==> src/rtl/tscw_pkg.sv <==
package tscw_pkg;
    // Control word bit positions
    localparam int unsigned BIT_SCREEN = 15;
    localparam int unsigned BIT_PRIO = 14;
    localparam int unsigned BIT_BUZ_CONT = 13;
    localparam int unsigned BIT_BUZ_INT = 12;
    localparam int unsigned BIT_FLASH = 8;
    localparam logic [15:0] CTRL_USED_MASK = 16'hF100;
    localparam logic [15:0] CTRL_RESET = 16'h0000;

    // Timing
    localparam int unsigned CLK_HZ = 40000000;
    localparam int unsigned BUZ_HALF_MS = 500;
    localparam int unsigned BUZ_HALF_CYC = CLK_HZ / 1000 * BUZ_HALF_MS;
    localparam int unsigned FLASH_HALF_MS = 500;
    localparam int unsigned FLASH_HALF_CYC = CLK_HZ / 1000 * FLASH_HALF_MS;

    typedef enum logic [1:0] {
        TSCW_BUZ_OFF,
        TSCW_BUZ_CONT,
        TSCW_BUZ_INT
    } tscw_buz_t;

    // Attributes of the screen being shown
    typedef struct packed {
        logic buz_en;
        logic buz_cont;
        logic flash;
    } tscw_attr_t;

    // Local panel outputs
    typedef struct packed {
        logic screen_on;
        logic backlight;
        logic buzzer;
        logic prio;
    } tscw_out_t;
endpackage

==> src/rtl/tscw_ctrl.sv <==
`timescale 1ns/1ps
module tscw_ctrl import tscw_pkg::*; #(
    parameter int unsigned IDLE_CYC = 32'd2400000000
) (
    input wire logic clk_i,
    input wire logic rst_n_i,
    input wire logic [15:0] ctrl_word_i,
    input wire logic ctrl_valid_i,
    input wire logic touch_i,
    input wire logic buz_stop_touch_i,
    input wire logic buz_cfg_en_i,
    input wire logic idle_off_en_i,
    input wire logic auto_off_i,
    input wire logic screen_new_i,
    input wire tscw_attr_t attr_i,
    output logic screen_on_o,
    output logic backlight_o,
    output logic buzzer_o,
    output logic prio_o,
    output logic [15:0] ctrl_word_o
);
    // Touch inputs arrive from panel pins: two-stage sync
    logic [1:0] touch_s1_q;
    logic [1:0] touch_s2_q;
    logic touch_s3_q;
    logic stop_s3_q;
    logic [15:0] ref_q;
    logic ref_ok_q;
    logic screen_q;
    logic dark_q;
    logic prio_q;
    logic flash_q;
    tscw_buz_t buz_q;
    tscw_buz_t buz_d;
    logic attr_flash_q;
    logic [31:0] idle_q;
    logic idle_off_q;
    tscw_out_t out_q;
    tscw_out_t out_d;
    logic buz_ph;
    logic fl_ph;

    wire logic [15:0] word_m = ctrl_word_i & CTRL_USED_MASK;
    wire logic take = ctrl_valid_i && ref_ok_q;
    wire logic [15:0] rise = take ? (word_m & ~ref_q) : 16'h0000;
    wire logic [15:0] fall = take ? (~word_m & ref_q) : 16'h0000;
    wire logic touch_rise = touch_s2_q[0] && !touch_s3_q;
    wire logic stop_rise = touch_s2_q[1] && !stop_s3_q;
    wire logic activity = touch_rise || stop_rise;
    wire logic idle_hit = idle_off_en_i && (idle_q == 32'(IDLE_CYC - 1));

    always_comb begin
        buz_d = buz_q;
        if (screen_new_i && attr_i.buz_en) begin
            buz_d = attr_i.buz_cont ? TSCW_BUZ_CONT : TSCW_BUZ_INT;
        end
        // Bit edges start and stop buzzers
        if (fall[BIT_BUZ_INT] && buz_q == TSCW_BUZ_INT) begin
            buz_d = TSCW_BUZ_OFF;
        end
        if (fall[BIT_BUZ_CONT] && buz_q == TSCW_BUZ_CONT) begin
            buz_d = TSCW_BUZ_OFF;
        end
        if (rise[BIT_BUZ_INT] && buz_q != TSCW_BUZ_CONT) begin
            buz_d = TSCW_BUZ_INT;
        end
        if (rise[BIT_BUZ_CONT] || (rise[BIT_BUZ_INT] &&
                word_m[BIT_BUZ_CONT])) begin
            buz_d = TSCW_BUZ_CONT;
        end
        if (stop_rise) begin
            buz_d = TSCW_BUZ_OFF;
        end
    end

    tscw_blink #(.HALF_CYC(BUZ_HALF_CYC)) u_buz_blink (
        .clk_i(clk_i),
        .rst_n_i(rst_n_i),
        .run_i(buz_q == TSCW_BUZ_INT),
        .phase_o(buz_ph)
    );

    tscw_blink #(.HALF_CYC(FLASH_HALF_CYC)) u_flash_blink (
        .clk_i(clk_i),
        .rst_n_i(rst_n_i),
        .run_i(flash_q || attr_flash_q),
        .phase_o(fl_ph)
    );

    always_comb begin
        out_d.screen_on = screen_q && !dark_q;
        out_d.backlight = screen_q && !dark_q && !idle_off_q;
        if (out_d.backlight && (flash_q || attr_flash_q)) begin
            out_d.backlight = fl_ph;
        end
        case (buz_q)
            TSCW_BUZ_CONT: out_d.buzzer = buz_cfg_en_i;
            TSCW_BUZ_INT: out_d.buzzer = buz_cfg_en_i && buz_ph;
            default: out_d.buzzer = 1'b0;
        endcase
        out_d.prio = prio_q;
    end

    always_ff @(posedge clk_i) begin
        if (!rst_n_i) begin
            touch_s1_q <= 2'h0;
            touch_s2_q <= 2'h0;
            touch_s3_q <= 1'b0;
            stop_s3_q <= 1'b0;
        end else begin
            touch_s1_q <= {buz_stop_touch_i, touch_i};
            touch_s2_q <= touch_s1_q;
            touch_s3_q <= touch_s2_q[0];
            stop_s3_q <= touch_s2_q[1];
        end
    end

    always_ff @(posedge clk_i) begin
        if (!rst_n_i) begin
            ref_q <= CTRL_RESET;
            ref_ok_q <= 1'b0;
        end else if (ctrl_valid_i) begin
            ref_q <= word_m;
            ref_ok_q <= 1'b1;
        end
    end

    always_ff @(posedge clk_i) begin
        if (!rst_n_i) begin
            screen_q <= 1'b1;
            dark_q <= 1'b0;
        end else begin
            if (fall[BIT_SCREEN]) begin
                screen_q <= 1'b0;
            end else if (rise[BIT_SCREEN] || touch_rise) begin
                screen_q <= 1'b1;
            end
            // Auto-off cleared only by display bit toggle
            if (auto_off_i && screen_q) begin
                dark_q <= 1'b1;
            end else if (rise[BIT_SCREEN]) begin
                dark_q <= 1'b0;
            end
        end
    end

    always_ff @(posedge clk_i) begin
        if (!rst_n_i) begin
            prio_q <= 1'b0;
            flash_q <= 1'b0;
            buz_q <= TSCW_BUZ_OFF;
            attr_flash_q <= 1'b0;
        end else begin
            if (rise[BIT_PRIO]) begin
                prio_q <= 1'b1;
            end else if (fall[BIT_PRIO]) begin
                prio_q <= 1'b0;
            end
            if (rise[BIT_FLASH]) begin
                flash_q <= 1'b1;
            end else if (fall[BIT_FLASH]) begin
                flash_q <= 1'b0;
            end
            buz_q <= buz_d;
            if (screen_new_i) begin
                attr_flash_q <= attr_i.flash;
            end
        end
    end

    always_ff @(posedge clk_i) begin
        if (!rst_n_i) begin
            idle_q <= 32'h0000_0000;
            idle_off_q <= 1'b0;
        end else begin
            // Idle timer, restarted by a rising edge on either touch input
            if (activity || !idle_off_en_i) begin
                idle_q <= 32'h0000_0000;
                idle_off_q <= 1'b0;
            end else if (idle_hit) begin
                idle_off_q <= 1'b1;
            end else if (!idle_off_q) begin
                idle_q <= idle_q + 32'h0000_0001;
            end
        end
    end

    always_ff @(posedge clk_i) begin
        if (!rst_n_i) begin
            out_q <= '0;
        end else begin
            out_q <= out_d;
        end
    end

    assign screen_on_o = out_q.screen_on;
    assign backlight_o = out_q.backlight;
    assign buzzer_o = out_q.buzzer;
    assign prio_o = out_q.prio;
    // Readback is the host's word, never local state
    assign ctrl_word_o = ref_q;
endmodule // tscw_ctrl

==> src/rtl/tscw_blink.sv <==
`timescale 1ns/1ps
module tscw_blink import tscw_pkg::*; #(
    parameter int unsigned HALF_CYC = BUZ_HALF_CYC
) (
    input wire logic clk_i,
    input wire logic rst_n_i,
    input wire logic run_i,
    output logic phase_o
);
    logic [31:0] cnt_q;
    logic [31:0] cnt_d;
    logic phase_q;
    logic phase_d;
    wire logic wrap = (cnt_q == 32'(HALF_CYC - 1));

    // Restart on phase on each start so the first half-period is full
    assign cnt_d = (!run_i || wrap) ? 32'h0000_0000 : cnt_q + 32'h0000_0001;
    assign phase_d = !run_i ? 1'b1 : (wrap ? ~phase_q : phase_q);

    always_ff @(posedge clk_i) begin
        if (!rst_n_i) begin
            cnt_q <= 32'h0000_0000;
            phase_q <= 1'b1;
        end else begin
            cnt_q <= cnt_d;
            phase_q <= phase_d;
        end
    end

    assign phase_o = phase_q;
endmodule // tscw_blink

==> config.mk <==
export PLATFORM = sky130hd
export DESIGN_NAME = tscw_ctrl
export DESIGN_NICKNAME = d
export VERILOG_FILES = /design/src/rtl/tscw_pkg.sv /design/src/rtl/tscw_ctrl.sv /design/src/rtl/tscw_blink.sv
export SDC_FILE = /design/constraint.sdc
export NUM_CORES = 1
export LEC_CHECK = 0
export BUFFER_PORTS_ARGS = -buffer_cell sky130_fd_sc_hd__buf_2
export CAP_MARGIN = 15
export CORE_MARGIN = 2
export CORE_UTILIZATION = 42
export CTS_BUF_LIST = sky130_fd_sc_hd__clkbuf_8
export CTS_CLUSTER_SIZE = 28
export DETAILED_ROUTE_END_ITERATION = 7
export SLEW_MARGIN = 0
export SYNTH_ARGS = -nofsm -noshare
export SYNTH_HDL_FRONTEND = slang
export SYNTH_SLANG_ARGS = --single-unit
==> constraint.sdc <==
create_clock -name clk_i -period 1.9 [get_ports clk_i]
set_input_delay 0.095 -clock clk_i [delete_from_list [all_inputs] [get_ports clk_i]]
set_output_delay 0.095 -clock clk_i [all_outputs]
set_load 0.05 [all_outputs]
# [Yosys cells after proc, flatten, opt, wreduce, memory -nomap -nowiden]
# Cells that the tools add are included.
[totals] ff_bits=122 latchBits=0 ramBits=0 romBits=0 out_inout_bits=20 elab_cells=101 n_memories=0
[op_classes] n_addsub=3 mul=0 div_mod_pow=0 n_lt_le_gt_ge=0 eq_ne=6 n_shift=0 muxes=18 n_bitwise=9 reduce_logical=42
[op_table] cell="$add A32 B1 Y32 const B" n=3
[op_table] cell="$eq A32 B25 Y1 const B" n=2
[op_table] cell="$and A16 B16 Y16" n=2
[op_table] cell="$eq A32 B32 Y1 const B" n=1
[op_table] cell="$mux W16" n=2
[op_table] cell="$not A16 Y16" n=2
[op_table] cell="$logic_and A1 B1 Y1" n=14
[op_table] cell="$mux W1" n=10
[op_table] cell="$mux W2" n=5
[op_table] cell="$reduce_bool A2 Y1" n=4
[op_table] cell="$reduce_or A2 Y1" n=4
[op_table] cell="$logic_not A1 Y1" n=7
[op_table] cell="$logic_or A1 B1 Y1" n=7
[op_table] cell="$reduce_and A2 Y1" n=3
[op_table] cell="$not A1 Y1" n=5
[op_table] cell="$reduce_bool A5 Y1" n=1
[op_table] cell="$reduce_bool A4 Y1" n=1
[op_table] cell="$reduce_or A3 Y1" n=1
[op_table] cell="$eq A2 B1 Y1 const B" n=1
[op_table] cell="$eq A2 B2 Y1 const B" n=1
[op_table] cell="$ne A2 B1 Y1 const B" n=1
[op_table] cell="$pmux W1 S2" n=1

# [Depth between registers and ports, before layout]
[logic_depth] word_depth=8 ltp_mapped=8 mapped_depth_nobuf=7

# [Cells and area by module]
# A second synthesis with hierarchy kept.
[hier_totals] cells_unflattened=664 hier_area_um2=5788.1
[by_module_without_submodules] module="tscw_blink" instances=2 cells_each=177 area_per_inst_um2=1564.0
[by_module_without_submodules] module="tscw_ctrl" instances=1 cells_each=310 area_per_inst_um2=2660.1

# [Worst setup path after synthesis]
# No wires, ideal clock.
[synth_timing] kind="reg-to-reg" start="register u_buz_blink.cnt_q[0]" end="register u_buz_blink.cnt_q[19]" setup_ns=0.128 arrival_ns=1.797 t_required_ns=1.772 path_slack_ns=-0.025 stages_incl_launch_ff=8 n_path_buf=1 path_cell_list="dfxtp_1 ha_1 and4_1 nand3_1 nor4_1 nand3b_1 clkbuf_1 nor2_1"
[synth_between] elab_chain_len=3 word_cells_on_any_way=4 cone_classes="add/sub (1); eq/ne (1); reduce/logical (2)"
[synth_lines] item="start, declared" line_no="tscw_blink.sv:10" rtl="logic [31:0] cnt_q;"
[synth_lines] item="start signal, assigned" line_no="tscw_blink.sv:25" rtl="cnt_q <= cnt_d;"
[synth_lines] item="branches (longest 3 deep; another with $add A32 B1 Y32)"
# Several ways; the timed one is not identified.
# A chain may end at the register's enable or synchronous reset.

# [Worst setup path after layout]
[layout_timing] start="register idle_q[15]" end="register idle_q[10]"
[layout_between] elab_chain_len=4
[layout_lines] item="start, declared" line_no="tscw_ctrl.sv:36" rtl="logic [31:0] idle_q;"
[layout_lines] item="start signal, assigned" line_no="tscw_ctrl.sv:183" rtl="idle_q <= idle_q + 32'h0000_0001;"
[layout_lines] item="$eq A32 B32 Y1" line_no="tscw_ctrl.sv:50" rtl="wire logic idle_hit = idle_off_en_i && (idle_q == 32'(IDLE_CYC - 1));"
[layout_lines] item="$logic_and A1 B1 Y1" line_no="tscw_ctrl.sv:50"
[layout_lines] item="$not A1 Y1 (no source line)"
[layout_lines] item="$reduce_and A2 Y1 (no source line)"
# No other way between the ends.

==> Flow_metrics.wiki <==
{| class="wikitable"
! Metric !! Value
|-
| Outcome || finished, final reports clean
|-
| Maxcap violations || 0
|-
| Clk slew on worst S/H paths || around 0.070 ns
|-
| Crit path max-delay cell type || sky130_fd_sc_hd__dfxtp_2
|-
| Most common cell after layout, fill and taps aside || sky130_fd_sc_hd__dfxtp_1
|-
| Clock tree from TritonCTS || yes
|-
| NumNets Final || 756
|-
| Final cell count without fillers || ~910
|-
| Total standard cell area after synthesis || 5542 µm²
|-
| Core Region || 12770 µm²
|-
| Routed met1 length || 5611 µm
|-
| Maximum frequency from static timing analysis || 542.3 MHz
|-
| Worst setup startpoint || idle_q[15]$_SDFFE_PP0P_
|-
| Synthesized instance count || 639
|-
| Power per Cell Area || 768.1 nW/µm²
|-
| Path type of the worst min-delay path || input port to flop
|-
| Final design instance area without fill || 6843 µm²
|-
| Average cell area after synthesis || 8.672 µm²
|-
| Startpoint types || flop
|-
| Post-synthesis to final-layout area growth || 23.48%
|-
| Number of antenna violations at the first check in global routing || 1
|-
| Commonest cells after routing, fill and taps aside || sky130_fd_sc_hd__dfxtp_1, sky130_fd_sc_hd__nor2_1, sky130_fd_sc_hd__buf_4
|-
| Fraction of final layout cells with drive strength greater than 1 || 20.27%
|-
| I/O pin total || 48
|-
| Worst ir drop on vdd || 478.0 µV
|-
| Hold Path Origin || attr_i[2]
|-
| Primary FF master, synth || sky130_fd_sc_hd__dfxtp_1
|-
| Yosys warnings || 0
|-
| Share of the yosys chip area belonging to registers || 44.07%
|-
| FF+latch count, synth || 122
|-
| Placed Cells || 855
|-
| Starting utilization of the core area || a little over two fifths
|-
| Hpwl dp || between 8000 and 9000 µm
|-
| Crit Path Max Fanout || 7
|-
| Die Footprint || about 14000 µm²
|-
| CTS max path bufs || 2
|-
| ANT nets after route || 0
|-
| Global-route wire length before repair || 20830 µm
|-
| Count of unique library cells instantiated by Yosys || just under 50
|-
| Total gr overflow || 0
|-
| Routability Congestion || just over 0.8
|-
| Total wirelength of the detailed-routed design || between 10000 and 15000 µm
|-
| Post-DR vias/cell || 5.194
|-
| Hold Fails Final Rpt || 0
|-
| Pin count of the biggest net entering global routing || 33
|-
| WS Path Type || flop to flop
|-
| Setup violation total in the final timing report || 0
|-
| Die height || about 120 µm
|-
| Clock Skew || 0.01196 ns
|-
| Clock insertion delay at the later pin of the skew report || 0.44 ns
|-
| Tightest hold margin || 0.03120 ns
|-
| Average wire per cell in the routed design || about 13 µm
|-
| Worst path cell trace || buf_4, nor4_4, nand4_1, buf_4, nor4_4, buf_6, buf_4, or3_1, a21oi_1
|-
| Final TNS setup || 0 ns
|-
| Number of buffers created by CTS || 17
|-
| Library cell used as clock root buffer || sky130_fd_sc_hd__clkbuf_8
|-
| Via count of the first global-routing pass || 4700
|-
| Endpoint type of the worst setup path || flop
|-
| Clock Sink Count || 122
|-
| Filler instances || 1192
|-
| Origin of the critical flop-to-flop path || idle_q[15]$_SDFFE_PP0P_
|-
| Ratio of final minimum period to clock period || between 90% and 100%
|-
| Via count || about 4700
|-
| Arrival time worst endpoint || 2.15 ns
|-
| Combined global-route utilization of all metal layers || a little under a fifth
|-
| Number of enable-type register cells in the synthesized netlist || 0
|-
| CTS HTree Levels || 4
|-
| Wire length on met3 || 478 µm
|-
| Largest stage delay on the critical path || roughly 0.33 ns
|-
| Async set or reset register ratio after synthesis || 0%
|-
| Most used cell along the critical path || sky130_fd_sc_hd__buf_4
|-
| Setup slack on the worst flop-to-flop path || 0.06 ns
|-
| Max-slew violation count || 0
|-
| Data required time of the critical path || 2.21 ns
|-
| Power Total || about 5.3 mW
|-
| Port-buffer cells || 25
|-
| Antenna Diode Count || 0
|-
| Met2 wirelength from detailed routing || 5844 µm
|-
| Number of iterations in the first detailed-routing pass || 4
|-
| Post-route DRC || 0
|-
| Post-layout min period || 1.844 ns
|-
| Iteration-0 DRC Markers || 169
|-
| Row cnt || 41
|-
| Overall die width || 118.9 µm
|-
| Setup repair after global routing missed its margin || true
|-
| Top Layer Used || met5
|-
| Static leakage || roughly 2.5 nW
|-
| Placed inst area || 6113 µm²
|}
[logic make-up after synthesis]
logic type	synth area share [%]
mux	1.626
simple gates	32.22
fa+ha+maj	1.129
flops	44.07
buf+inv	3.658
xor+xnor	10.43
other cells	0.06767
compound gates	6.796
[area by class of cell]
type / instances / area (µm²) / area share, %
inverters: 7 / 26.28 / 0.3840
repair buffers: 91 / 694.4 / 10.15
flip-flops and latches: 122 / 2466 / 36.04
multi-input cells: 484 / 3038 / 44.40
clock buffers: 20 / 275.3 / 4.023
clock inverters: 11 / 127.6 / 1.865
well taps: 172 / 215.2 / 3.145
[state kept, by name (all words and copies together), names as in the netlist, 2 cells and up]
signal / count
buz_q: 2
u_flash_blink.cnt_q: 32
touch_s2_q: 2
u_buz_blink.cnt_q: 32
ctrl_word_o: 5
idle_q: 32
touch_s1_q: 2
[per-stage QoR]
step                setup WS (ns)  utilization, %
global placement         -0.01794           47.86
floorplan                -0.02492               -
CTS                      0.004894           52.09
detailed placement        -0.1223           47.86
finish                    0.05616           53.57
global route             -0.02292           53.57
[cell usage after synthesis (2+ instances only)]
cell | instances | area, µm²
sky130_fd_sc_hd__ha_1 | 5 | 62.56
sky130_fd_sc_hd__dfxtp_1 | 122 | 2442
sky130_fd_sc_hd__nor3b_1 | 2 | 15.01
sky130_fd_sc_hd__nor2b_1 | 8 | 50.05
sky130_fd_sc_hd__nor4_1 | 13 | 81.33
sky130_fd_sc_hd__inv_1 | 7 | 26.28
sky130_fd_sc_hd__o31ai_1 | 3 | 22.52
sky130_fd_sc_hd__and2_1 | 21 | 131.4
sky130_fd_sc_hd__xnor2_1 | 25 | 219.0
sky130_fd_sc_hd__nand2b_1 | 2 | 12.51
sky130_fd_sc_hd__a31oi_1 | 4 | 25.02
sky130_fd_sc_hd__or3_2 | 2 | 15.01
sky130_fd_sc_hd__and4_1 | 15 | 131.4
sky130_fd_sc_hd__nand3_1 | 35 | 175.2
sky130_fd_sc_hd__nor4b_1 | 4 | 35.03
sky130_fd_sc_hd__nand3b_1 | 4 | 30.03
sky130_fd_sc_hd__mux2i_1 | 9 | 90.09
sky130_fd_sc_hd__o21ai_0 | 28 | 140.1
sky130_fd_sc_hd__clkbuf_1 | 24 | 90.09
sky130_fd_sc_hd__or3_1 | 22 | 137.6
sky130_fd_sc_hd__or3b_2 | 2 | 17.52
sky130_fd_sc_hd__and3_1 | 19 | 118.9
sky130_fd_sc_hd__a21oi_1 | 27 | 135.1
sky130_fd_sc_hd__nor3_1 | 13 | 65.06
sky130_fd_sc_hd__xor2_1 | 41 | 359.1
sky130_fd_sc_hd__buf_4 | 11 | 82.58
sky130_fd_sc_hd__nand4_1 | 32 | 200.2
sky130_fd_sc_hd__nor2_1 | 84 | 315.3
sky130_fd_sc_hd__nand2_1 | 35 | 131.4
[layer usage]
metal,vias up,GRT usage (%)
li1,2402,-
met1,2224,21.30
met2,62,29.63
met3,21,6.370
met4,2,7.515
met5,-,0
[path summary, 6_finish.rpt]
check	end	depth (start not counted)
min	buz_q[1]$_SDFFE_PP0P_	4
max	idle_q[10]$_SDFFE_PP0P_	9
min reg2reg	screen_on_o$_SDFF_PN0_	1
max reg2reg	idle_q[10]$_SDFFE_PP0P_	9
[power by group]
part           internal (mW)  switching, mW  total [mW]  leakage [nW]
sequential              2.59         0.0236        2.61         0.995
clock                   1.37          0.975        2.34         0.220
combinational          0.100          0.200       0.300          1.30
total                   4.06           1.20        5.26          2.51
[critical path: cells and delay by family, from the launching register on]
kind	cells	cell delay, ns
flip-flops	1	0.33
AO/OA/AOI/OAI	1	0.06
buffers and inverters	4	0.63
AND/OR/NAND/NOR	4	0.70
[repair_timing]
item / in CTS / in global routing
cloned: 0 / 2
hold buffers: 12 / 0
resized for setup: 4 / 41
pin swaps: 0 / 17
setup buffers: 0 / 7
endpoints found under the setup margin: 19 / 85
endpoints found under the hold margin: 11 / 0
(Power assumes the default switching activity.)
